--- src/logic/rxu_pkg.sv ---
// Shared constants for the buffered serial receiver: register map, field positions,
// reset values, receiver states.
// Assumes a 32-bit APB register bus with byte addresses.
package rxu_pkg;

    localparam int RXU_APB_AW = 4;

    // Register byte offsets
    localparam logic [RXU_APB_AW-1:0] RXU_OFS_STATUS_A = 4'h0;
    localparam logic [RXU_APB_AW-1:0] RXU_OFS_CONTROL_B = 4'h4;
    localparam logic [RXU_APB_AW-1:0] RXU_OFS_FRAME_CONTROL = 4'h8;
    localparam logic [RXU_APB_AW-1:0] RXU_OFS_DATA = 4'hC;

    // serial_status_a bit positions
    localparam int RXU_STA_RXC_BIT = 7;
    localparam int RXU_STA_FE_BIT = 4;
    localparam int RXU_STA_DOR_BIT = 3;
    localparam int RXU_STA_PE_BIT = 2;

    // serial_control_b bit positions
    localparam int RXU_CTB_RECEIVE_COMPLETE_IRQ_ENABLE_BIT = 7;
    localparam int RXU_CTB_RECEIVER_ENABLE_BIT = 4;
    localparam int RXU_CTB_SIZE2_BIT = 2;
    localparam int RXU_CTB_RX9_BIT = 1;
    localparam int RXU_CTB_TX9_BIT = 0;

    // serial_frame_control bit positions
    localparam int RXU_FRC_SYNC_BIT = 6;
    localparam int RXU_FRC_PAR_EN_BIT = 5;
    localparam int RXU_FRC_PAR_ODD_BIT = 4;
    localparam int RXU_FRC_STOP2_BIT = 3;
    localparam int RXU_FRC_SIZE_HI_BIT = 2;
    localparam int RXU_FRC_SIZE_LO_BIT = 1;

    // Reset values
    localparam logic [7:0] RXU_CONTROL_B_RESET = 8'h00;
    localparam logic [7:0] RXU_FRAME_CONTROL_RESET = 8'h06;

    // Character size codes and lengths
    localparam logic [2:0] RXU_SIZE_CODE_NINE = 3'h7;
    localparam logic [3:0] RXU_NINE_BITS = 4'h9;
    localparam logic [3:0] RXU_MIN_BITS = 4'h5;

    // Buffer entry layout: {overrun, frame error, parity error, data[8:0]}
    localparam int RXU_ENTRY_W = 12;
    localparam int RXU_ENT_DOR_BIT = 11;
    localparam int RXU_ENT_FE_BIT = 10;
    localparam int RXU_ENT_PE_BIT = 9;

    typedef enum logic [4:0] {
        RXU_IDLE = 5'b00001,
        RXU_DATA = 5'b00010,
        RXU_PARITY = 5'b00100,
        RXU_STOP = 5'b01000,
        RXU_WAIT = 5'b10000
    } rxu_state_t;

endpackage

--- src/logic/rxu_buf.sv ---
// Two-entry receive buffer holding one frame and its status per entry.
// Assumes push only when not full; pop is ignored while empty; flush wins over both.
`timescale 1ns/10ps
`default_nettype none
module rxu_buf #(
    parameter int WIDTH = 12
) (
    input wire logic pclk,
    input wire logic presetn,
    input wire logic flush,
    input wire logic push,
    input wire logic [WIDTH-1:0] push_data,
    input wire logic pop,
    output logic [WIDTH-1:0] head,
    output logic empty,
    output logic full
);

    logic [WIDTH-1:0] mem [0:1];
    logic wr_ptr_reg;
    logic rd_ptr_reg;
    logic [1:0] count_reg;
    logic [1:0] count_next;
    wire do_push = push && !full && !flush;
    wire do_pop = pop && !empty && !flush;

    assign empty = (count_reg == 2'h0);
    assign full = (count_reg == 2'h2);
    assign head = mem[rd_ptr_reg];

    always_comb begin
        count_next = count_reg;
        if (flush) begin
            count_next = 2'h0;
        end else if (do_push && !do_pop) begin
            count_next = count_reg + 2'h1;
        end else if (do_pop && !do_push) begin
            count_next = count_reg - 2'h1;
        end
    end

    always_ff @(posedge pclk or negedge presetn) begin
        if (!presetn) begin
            wr_ptr_reg <= 1'b0;
            rd_ptr_reg <= 1'b0;
            count_reg <= 2'h0;
        end else begin
            count_reg <= count_next;
            if (flush) begin
                wr_ptr_reg <= 1'b0;
                rd_ptr_reg <= 1'b0;
            end else begin
                if (do_push) begin
                    wr_ptr_reg <= !wr_ptr_reg;
                end
                if (do_pop) begin
                    rd_ptr_reg <= !rd_ptr_reg;
                end
            end
        end
    end

    // Storage needs no reset; reads of an empty buffer are gated by the owner
    always_ff @(posedge pclk) begin
        if (do_push) begin
            mem[wr_ptr_reg] <= push_data;
        end
    end

endmodule
`default_nettype wire

--- src/logic/rxu_receiver.sv ---
// Buffered serial receiver with APB register access.
// Assumes clock recovery elsewhere gives one baud_sample_tick per bit centre in
// asynchronous mode; in synchronous mode bits are taken on rising edges of the
// transfer clock pin. All pin inputs are synchronous to pclk.
//
// Contract
// - Receiver enable hands the receive pin over from port use to serial input.
// - Synchronous mode samples bits on the external transfer clock pin.
// - After a start bit, shift bits up to first stop bit; ignore second.
// - First stop bit moves the frame into the buffer, read via data register.
// - Unused upper bits of short characters read as zero.
// - Ninth bit and status kept per entry; data read advances to next entry.
// - Receive-complete flag is one exactly while the buffer holds unread data.
// - Disabling empties buffer, drops frame, frees pin, clears receive-complete.
// - Interrupt holds while receive-complete, its enable and global enable are set.
// - Error flags readable in status and stored with their frame.
// - Status register writes never alter the error flags.
// - Error flags never raise an interrupt.
// - Frame error shows head frame's first stop bit, whatever the stop count.
// - Overrun when buffer full, a frame waits, and a new start arrives.
// - Overrun indication clears once a frame is moved into the buffer.
// - Parity error set only for failed checks with checking enabled.
// - With parity enabled compute parity, compare, store result with frame.
// - Disable takes effect at once; a reception in progress is lost.
//
// The APB interface to the registers and the placing of the registers were decided locally.
`timescale 1ns/10ps
`default_nettype none
module rxu_receiver
    import rxu_pkg::*;
(
    input wire logic pclk,
    input wire logic presetn,
    input wire logic psel,
    input wire logic penable,
    input wire logic pwrite,
    input wire logic [31:0] paddr,
    input wire logic [31:0] pwdata,
    output logic [31:0] prdata,
    output logic pready,
    output logic pslverr,
    input wire logic rxd_pin_in,
    input wire logic sync_transfer_clock_pin,
    input wire logic baud_sample_tick,
    input wire logic global_irq_enable,
    output logic rx_pin_override,
    output logic rx_irq
);

    // Register state
    logic [7:0] control_b_reg;
    logic [7:0] frame_control_reg;
    logic [31:0] prdata_reg;
    logic pready_reg;
    logic pslverr_reg;
    logic pop_ok_reg;
    logic rx_irq_reg;
    logic pin_override_reg;

    // Receiver state
    rxu_state_t state_reg;
    rxu_state_t state_next;
    logic [8:0] shift_reg;
    logic [3:0] bit_cnt_reg;
    logic parity_bit_reg;
    logic parity_chk_reg;
    logic stop_bit_reg;
    logic lost_reg;
    logic xck_prev_reg;

    // Buffer interface
    logic [RXU_ENTRY_W-1:0] buf_head;
    logic buf_empty;
    logic buf_full;

    // Control fields
    wire rx_enable = control_b_reg[RXU_CTB_RECEIVER_ENABLE_BIT];
    wire rxc_irq_en = control_b_reg[RXU_CTB_RECEIVE_COMPLETE_IRQ_ENABLE_BIT];
    wire sync_mode = frame_control_reg[RXU_FRC_SYNC_BIT];
    wire parity_en = frame_control_reg[RXU_FRC_PAR_EN_BIT];
    wire parity_odd = frame_control_reg[RXU_FRC_PAR_ODD_BIT];
    wire [2:0] size_code = {control_b_reg[RXU_CTB_SIZE2_BIT],
                            frame_control_reg[RXU_FRC_SIZE_HI_BIT:RXU_FRC_SIZE_LO_BIT]};
    wire [3:0] char_bits = (size_code == RXU_SIZE_CODE_NINE) ? RXU_NINE_BITS
                         : (RXU_MIN_BITS + {2'b00, size_code[1:0]});

    // APB decode
    wire [RXU_APB_AW-1:0] reg_ofs = paddr[RXU_APB_AW-1:0];
    wire addr_hit_upper = (paddr[31:RXU_APB_AW] == '0);
    wire sel_status = addr_hit_upper && (reg_ofs == RXU_OFS_STATUS_A);
    wire sel_control = addr_hit_upper && (reg_ofs == RXU_OFS_CONTROL_B);
    wire sel_frame = addr_hit_upper && (reg_ofs == RXU_OFS_FRAME_CONTROL);
    wire sel_data = addr_hit_upper && (reg_ofs == RXU_OFS_DATA);
    wire addr_mapped = sel_status || sel_control || sel_frame || sel_data;
    wire apb_access = psel && penable && !pready_reg;
    wire apb_done = psel && penable && pready_reg;
    wire wr_done = apb_done && pwrite && !pslverr_reg;
    wire wr_control = wr_done && sel_control;
    wire wr_frame = wr_done && sel_frame;

    // Data read advances the buffer only if it returned a real entry
    wire buf_pop = apb_done && !pwrite && sel_data && pop_ok_reg;

    // Pin hand-over: serial input only while the receiver owns the pin
    wire rx_in = rxd_pin_in || !rx_enable;

    // Bit sample moment: pin clock edge in synchronous mode, recovered tick otherwise
    wire xck_rise = sync_transfer_clock_pin && !xck_prev_reg;
    wire sample = sync_mode ? xck_rise : baud_sample_tick;

    // Head entry fields, gated so an empty buffer reads as zero
    wire head_valid = !buf_empty;
    wire head_fe = head_valid && buf_head[RXU_ENT_FE_BIT];
    wire head_dor = head_valid && buf_head[RXU_ENT_DOR_BIT];
    wire head_pe = head_valid && buf_head[RXU_ENT_PE_BIT];
    wire [8:0] head_data = head_valid ? buf_head[8:0] : 9'h000;

    // Status read shows the head frame flags; no write path reaches them
    wire [7:0] status_rd = {head_valid, 2'b00, head_fe, head_dor, head_pe, 2'b00};
    wire [7:0] control_rd = {control_b_reg[7:2], head_data[8],
                             control_b_reg[RXU_CTB_TX9_BIT]};
    wire [31:0] rd_mux = sel_status ? {24'h000000, status_rd}
                       : sel_control ? {24'h000000, control_rd}
                       : sel_frame ? {24'h000000, frame_control_reg}
                       : sel_data ? {23'h000000, head_data}
                       : 32'h00000000;

    // Receiver sequencing
    wire start_seen = sample && !rx_in;
    wire last_data = (bit_cnt_reg == (char_bits - 4'h1));
    wire frame_waiting = (state_reg == RXU_WAIT);
    wire buf_push = frame_waiting && !buf_full && rx_enable;
    wire overrun_hit = frame_waiting && buf_full && start_seen;
    wire data_parity = ^shift_reg;

    // Even: data plus parity bit has even weight; odd: odd weight
    wire parity_fail = data_parity ^ rx_in ^ parity_odd;

    wire [RXU_ENTRY_W-1:0] push_entry = {lost_reg, !stop_bit_reg, parity_chk_reg,
                                         shift_reg};

    always_comb begin
        state_next = state_reg;
        case (state_reg)
            RXU_IDLE: begin
                // A high sample here is idle or a second stop bit and is ignored
                if (start_seen) begin
                    state_next = RXU_DATA;
                end
            end
            RXU_DATA: begin
                if (sample && last_data) begin
                    state_next = parity_en ? RXU_PARITY : RXU_STOP;
                end
            end
            RXU_PARITY: begin
                if (sample) begin
                    state_next = RXU_STOP;
                end
            end
            RXU_STOP: begin
                if (sample) begin
                    state_next = RXU_WAIT;
                end
            end
            RXU_WAIT: begin
                if (start_seen) begin
                    state_next = RXU_DATA;
                end else if (!buf_full) begin
                    state_next = RXU_IDLE;
                end
            end
            default: begin
                state_next = RXU_IDLE;
            end
        endcase
        if (!rx_enable) begin
            state_next = RXU_IDLE;
        end
    end

    always_ff @(posedge pclk or negedge presetn) begin
        if (!presetn) begin
            state_reg <= RXU_IDLE;
            bit_cnt_reg <= 4'h0;
            shift_reg <= 9'h000;
            parity_bit_reg <= 1'b0;
            parity_chk_reg <= 1'b0;
            stop_bit_reg <= 1'b1;
        end else begin
            state_reg <= state_next;
            if (!rx_enable) begin
                bit_cnt_reg <= 4'h0;
            end else if (start_seen && (state_reg == RXU_IDLE || frame_waiting)) begin
                // Clearing the whole register zeroes unused high bits
                bit_cnt_reg <= 4'h0;
                shift_reg <= 9'h000;
                parity_chk_reg <= 1'b0;
            end else if (sample && state_reg == RXU_DATA) begin
                shift_reg[bit_cnt_reg] <= rx_in;
                bit_cnt_reg <= bit_cnt_reg + 4'h1;
            end else if (sample && state_reg == RXU_PARITY) begin
                parity_bit_reg <= rx_in;
                parity_chk_reg <= parity_en && parity_fail;
            end else if (sample && state_reg == RXU_STOP) begin
                stop_bit_reg <= rx_in;
            end
        end
    end

    // Overrun marker: set on a lost frame, cleared once a frame reaches the buffer
    always_ff @(posedge pclk or negedge presetn) begin
        if (!presetn) begin
            lost_reg <= 1'b0;
        end else if (!rx_enable) begin
            lost_reg <= 1'b0;
        end else if (overrun_hit) begin
            lost_reg <= 1'b1;
        end else if (buf_push) begin
            lost_reg <= 1'b0;
        end
    end

    always_ff @(posedge pclk or negedge presetn) begin
        if (!presetn) begin
            xck_prev_reg <= 1'b0;
        end else begin
            xck_prev_reg <= sync_transfer_clock_pin;
        end
    end

    rxu_buf #(
        .WIDTH(RXU_ENTRY_W)
    ) u_buf (
        .pclk(pclk),
        .presetn(presetn),
        .flush(!rx_enable),
        .push(buf_push),
        .push_data(push_entry),
        .pop(buf_pop),
        .head(buf_head),
        .empty(buf_empty),
        .full(buf_full)
    );

    // Software-writable registers; status has no writable bits
    always_ff @(posedge pclk or negedge presetn) begin
        if (!presetn) begin
            control_b_reg <= RXU_CONTROL_B_RESET;
            frame_control_reg <= RXU_FRAME_CONTROL_RESET;
        end else begin
            if (wr_control) begin
                control_b_reg <= pwdata[7:0];
            end
            if (wr_frame) begin
                frame_control_reg <= pwdata[7:0];
            end
        end
    end

    // One wait state: read data is captured when pready rises
    always_ff @(posedge pclk or negedge presetn) begin
        if (!presetn) begin
            pready_reg <= 1'b0;
            pslverr_reg <= 1'b0;
            prdata_reg <= 32'h00000000;
            pop_ok_reg <= 1'b0;
        end else begin
            pready_reg <= apb_access;
            if (apb_access) begin
                pslverr_reg <= !addr_mapped;
                prdata_reg <= pwrite ? 32'h00000000 : rd_mux;
                pop_ok_reg <= head_valid;
            end else begin
                pslverr_reg <= 1'b0;
                pop_ok_reg <= 1'b0;
            end
        end
    end

    // Level interrupt from receive-complete only; error flags take no part
    always_ff @(posedge pclk or negedge presetn) begin
        if (!presetn) begin
            rx_irq_reg <= 1'b0;
            pin_override_reg <= 1'b0;
        end else begin
            rx_irq_reg <= head_valid && rxc_irq_en && global_irq_enable;
            pin_override_reg <= rx_enable;
        end
    end

    assign prdata = prdata_reg;
    assign pready = pready_reg;
    assign pslverr = pslverr_reg;
    assign rx_irq = rx_irq_reg;
    assign rx_pin_override = pin_override_reg;

endmodule
`default_nettype wire

--- config.mk ---
export PLATFORM = sky130hd
export DESIGN_NAME = rxu_receiver
export DESIGN_NICKNAME = d
export VERILOG_FILES = /design/src/logic/rxu_pkg.sv /design/src/logic/rxu_buf.sv /design/src/logic/rxu_receiver.sv
export SDC_FILE = /design/constraint.sdc
export NUM_CORES = 1
export LEC_CHECK = 0
export ABC_AREA = 1
export BUFFER_PORTS_ARGS = -buffer_cell sky130_fd_sc_hd__buf_2
export CAP_MARGIN = 40
export CORE_ASPECT_RATIO = 0.7
export CORE_UTILIZATION = 30
export DETAILED_ROUTE_END_ITERATION = 8
export PLACE_DENSITY = 0.47
export SLEW_MARGIN = 20
export SYNTH_ARGS = -nofsm -noshare
export SYNTH_HDL_FRONTEND = slang
export SYNTH_SLANG_ARGS = --single-unit
--- constraint.sdc ---
create_clock -name pclk -period 3.9 [get_ports pclk]
set_clock_uncertainty 0.2 [all_clocks]
set_input_delay 0.195 -clock pclk [delete_from_list [all_inputs] [get_ports pclk]]
set_output_delay 0.195 -clock pclk [all_outputs]
set_load 0.02 [all_outputs]
==> reports/qor.log <==
INFO  status         run_status=complete, no violations
INFO  global_routing gr-total-overflow=0
INFO  setup_path     cp_cell_sequence=dlygate4sd3_1 -> buf_2 -> nand2_1 -> dlygate4sd3_1 -> nor2_1 -> inv_1 -> nor2_1 -> o21ai_0 -> o21ai_0 -> nand2_1 -> nand2_1
INFO  sta            setup-tns-final=0ps
INFO  sta            clock.fmax=386MHz
INFO  power_and_ir_drop combinational_group_share_of_total_power=5.1%
INFO  setup_path     critPathBufInv=4
INFO  clocking       root_buffer_cell=sky130_fd_sc_hd__clkbuf_16
INFO  layout         share_of_layout_cells_above_drive_strength_1=20.6%
INFO  drt            post-route-drc-count=0
INFO  setup_path     crit_path_max_incr_delay=550ps
INFO  drt            total_via_count_after_detailed_routing=3459
INFO  worst_hold_path min_path_type=input pin to register
INFO  sta            setup_ws=1310ps
INFO  power_and_ir_drop switchingPower=0.380mW
INFO  clocking       cts_tree=built
INFO  setup_path     critical_path.max_fanout=12
INFO  floorplan      dieHeight=103microns
INFO  power_and_ir_drop vdd_drop_max=0.296mV
INFO  sta            timing_max_transition_violations_final=0
INFO  sta            grt_setup_unrepaired=no
INFO  job            drv_cap=0
INFO  setup_path     crit_path_start_kind=input pin
INFO  setup_path     cpMostUsedCell=sky130_fd_sc_hd__nand2_1
INFO  floorplan      placeableCoreArea=14000squm
INFO  global_routing grt_antenna_before_repair=0
INFO  sta            final-setup-viol-count=0
INFO  sta            whs=21.0ps
INFO  floorplan      start_util=30.9%
INFO  layout         nets=663
INFO  clocking       clkLatencyLatePin=330ps
INFO  floorplan      row_count=36
INFO  layout         fin_cells=778
INFO  setup_path     critical-path-top-delay-family=buffers and inverters
INFO  synth          synthesis.yosys.warnings=0
INFO  power_and_ir_drop p_int=1.46mW
INFO  floorplan      die_footprint=14900squm
INFO  clocking       numClockSinks=79
INFO  sta            layout_worst_path_cycle_share=66.5%
INFO  power_and_ir_drop switching_share_of_total_power=20.6%
INFO  setup_path     slowest_stage=sky130_fd_sc_hd__dlygate4sd3_1
INFO  synth          post_synth_num_cell_types=37
INFO  synth          synth_area=4330squm
INFO  power_and_ir_drop total_power=1.84mW
INFO  power_and_ir_drop power.share.clock=48.6%
INFO  drt            first_pass_iters=5
INFO  clocking       htree_levels=3
INFO  placed_design  port-buffer-count=61
INFO  placed_design  gp_routability_congestion=0.810
INFO  placed_design  placedInstanceArea=4750squm
INFO  setup_path     crit_arrival=2670ps
INFO  setup_path     cp-end-kind=register
INFO  synth          yosys_register_bits=79
INFO  global_routing number_of_global_route_vias_before_repair=3205
INFO  global_routing global_route_wire_length_before_repair=16500microns
INFO  power_and_ir_drop cellPowerDensity=353nW/um^2
INFO  floorplan      width_of_the_die=146microns
INFO  global_routing globalRouteTotalUtil=14.3%
INFO  placed_design  place_ws=1430ps
INFO  synth          syn_avg_cell_area=8.65squm
INFO  sta            worst_relative_slew_slack=48.9%
INFO  global_routing pin_count_of_the_biggest_net_entering_global_routing=31
INFO  clocking       cts_max_path_buffers=2
INFO  sta            worst_pin_slew=765ps
INFO  drt            routedWlPerCell=13.0microns
INFO  sta            period_minus_slack=2590ps
INFO  floorplan      num_io_pins=109
INFO  placed_design  dp.cells=747
INFO  setup_path     path_class=input pin to register
INFO  clocking       cts_resized=0
INFO  layout         layout-area-overhead-vs-synth=20.4%
INFO  layout         largest_register_ff_count=24
INFO  layout         final_area=5220squm
INFO  power_and_ir_drop p_seq_share=46.3%
INFO  clocking       cts_hold_buffers=15
INFO  layout         finish.utilization=37.2%
INFO  clocking       cts-buffers-inserted=9
INFO  drt            viasPerCell=4.45
INFO  synth          seq_area_frac_synth=48.5%
INFO  setup_path     crit_required=3980ps
INFO  synth          synthCells=501
INFO  drt            postRouteWirelength=10200microns
INFO  sta            final-hold-violation-count=0
INFO  clocking       post-cts-setup-buffer-count=0
INFO  clocking       clkSlewWorstSetupHoldPaths=60ps
INFO  drt            antenna_violating_nets_post_route=0
INFO  drt            detail_route.iter0.violations=163
INFO  layout         num_antenna_cells=0
INFO  placed_design  sum_of_net_half_perimeters_after_detailed_placement=7630microns
INFO  power_and_ir_drop leakage=2.44nW
[cell families (layout without fill, tap and decap cells)]
logic type	count (synthesis)	count (layout)	share of synthesized area, %
and+or+nand+nor	250	250	25.4
DFF	79	79	48.5
buffers and inverters	77	142	9.42
AOI/OAI and AO/OA	63	63	9.45
xor gates and xnor gates	16	16	3.24
muxes	8	8	1.85
adders and majority gates	7	7	2.02
other	1	23	0.0866
[final timing paths]
path | to | slack [ps] | startpoint | cells past startpoint
max | prdata[3] | 1310 | penable | 11
min | prdata[8] | 20 | pwrite | 4
max reg2reg | shift_reg[7] | 1460 | control_b_reg[4] | 7
min reg2reg | pready | 250 | pready | 1
max in group asynchronous | stop_bit_reg | 2410 | presetn | 3
min in group asynchronous | prdata[3] | 220 | presetn | 2
[Yosys cell counts]
master,instances,area [sq um]
sky130_fd_sc_hd__dfstp_2,4,105
sky130_fd_sc_hd__o21a_1,1,7.51
sky130_fd_sc_hd__a32o_1,1,10.0
sky130_fd_sc_hd__o21ai_0,26,130
sky130_fd_sc_hd__o21ai_1,4,20.0
sky130_fd_sc_hd__xnor2_1,11,96.3
sky130_fd_sc_hd__mux2i_1,8,80.1
sky130_fd_sc_hd__inv_2,3,11.3
sky130_fd_sc_hd__nor3_1,7,35.0
sky130_fd_sc_hd__nor2_1,66,248
sky130_fd_sc_hd__nand2_2,1,6.26
sky130_fd_sc_hd__o211ai_1,4,30.0
sky130_fd_sc_hd__nand2_4,2,22.5
sky130_fd_sc_hd__o21ai_2,15,131
sky130_fd_sc_hd__a21oi_2,2,17.5
sky130_fd_sc_hd__xor2_1,5,43.8
sky130_fd_sc_hd__inv_1,43,161
sky130_fd_sc_hd__clkinv_2,1,5.00
sky130_fd_sc_hd__ha_1,7,87.6
sky130_fd_sc_hd__buf_4,23,173
sky130_fd_sc_hd__o22ai_1,1,6.26
sky130_fd_sc_hd__edfxtp_1,24,721
sky130_fd_sc_hd__clkbuf_1,2,7.51
sky130_fd_sc_hd__nand2_1,127,477
sky130_fd_sc_hd__o21ai_4,1,16.3
sky130_fd_sc_hd__nor2_4,5,56.3
sky130_fd_sc_hd__nor2_2,5,31.3
sky130_fd_sc_hd__nand4_1,7,43.8
sky130_fd_sc_hd__nand3_1,25,125
sky130_fd_sc_hd__nor2_8,1,20.0
sky130_fd_sc_hd__conb_1,1,3.75
sky130_fd_sc_hd__buf_2,1,5.00
sky130_fd_sc_hd__a21oi_1,8,40.0
sky130_fd_sc_hd__dfrtp_1,51,1280
sky130_fd_sc_hd__and2_0,1,6.26
sky130_fd_sc_hd__buf_6,4,45.0
sky130_fd_sc_hd__nor3_2,3,30.0
[placed cells by master, fill, tap and decap left out, types with 2 or more instances in the layout]
cell type / n
sky130_fd_sc_hd__nand4_1: 7
sky130_fd_sc_hd__dlygate4sd3_1: 15
sky130_fd_sc_hd__inv_2: 3
sky130_fd_sc_hd__inv_1: 43
sky130_fd_sc_hd__bufinv_16: 2
sky130_fd_sc_hd__buf_2: 61
sky130_fd_sc_hd__edfxtp_1: 24
sky130_fd_sc_hd__nor2_4: 5
sky130_fd_sc_hd__nand3_1: 25
sky130_fd_sc_hd__buf_4: 3
sky130_fd_sc_hd__a21oi_1: 8
sky130_fd_sc_hd__o211ai_1: 4
sky130_fd_sc_hd__xor2_1: 5
sky130_fd_sc_hd__nand2_4: 2
sky130_fd_sc_hd__nor2_1: 66
sky130_fd_sc_hd__nor2_2: 5
sky130_fd_sc_hd__ha_1: 7
sky130_fd_sc_hd__nor3_2: 3
sky130_fd_sc_hd__dfstp_2: 4
sky130_fd_sc_hd__mux2i_1: 8
sky130_fd_sc_hd__o21ai_1: 4
sky130_fd_sc_hd__a21oi_2: 2
sky130_fd_sc_hd__o21ai_0: 26
sky130_fd_sc_hd__nor3_1: 7
sky130_fd_sc_hd__o21ai_2: 15
sky130_fd_sc_hd__xnor2_1: 11
sky130_fd_sc_hd__dfrtp_1: 51
sky130_fd_sc_hd__clkbuf_1: 2
sky130_fd_sc_hd__clkbuf_16: 9
sky130_fd_sc_hd__conb_1: 23
sky130_fd_sc_hd__clkinv_2: 3
sky130_fd_sc_hd__nand2_1: 127
[area by class of cell]
cell class	count	area, sq um
flip-flops and latches	79	2100
clock inverters	4	70.1
multi-input cells	367	1900
inverters	47	178
well taps	190	238
fillers	1445	8790
clock buffers	12	246
repair buffers	79	478
[worst register-to-register path, cell delays in order, from the launching register on]
cell	delay [ps]
sky130_fd_sc_hd__dfrtp_1	740
sky130_fd_sc_hd__inv_2	260
sky130_fd_sc_hd__nor2_4	190
sky130_fd_sc_hd__nand2_2	120
sky130_fd_sc_hd__nor2_4	340
sky130_fd_sc_hd__o21ai_4	180
sky130_fd_sc_hd__o21ai_0	220
sky130_fd_sc_hd__nand2_1	70
[power groups by stage]
stage                     combinational (mW)  sequential (mW)  clock [mW]
after detailed placement              0.0843            0.868           0
after global placement                0.0833            0.868           0
after global routing                   0.106            0.853       0.949
final                                 0.0945            0.853       0.895
after CTS                             0.0959            0.853       0.918
after floorplan                       0.0567            0.870           0
[layer usage]
layer / GRT usage, % / wire length, microns
met1: 20.9 / 5230
met2: 21.2 / 4230
met3: 4.03 / 659
met4: 2.67 / 32
met5: 0 / 0
(Power assumes the default switching activity.)
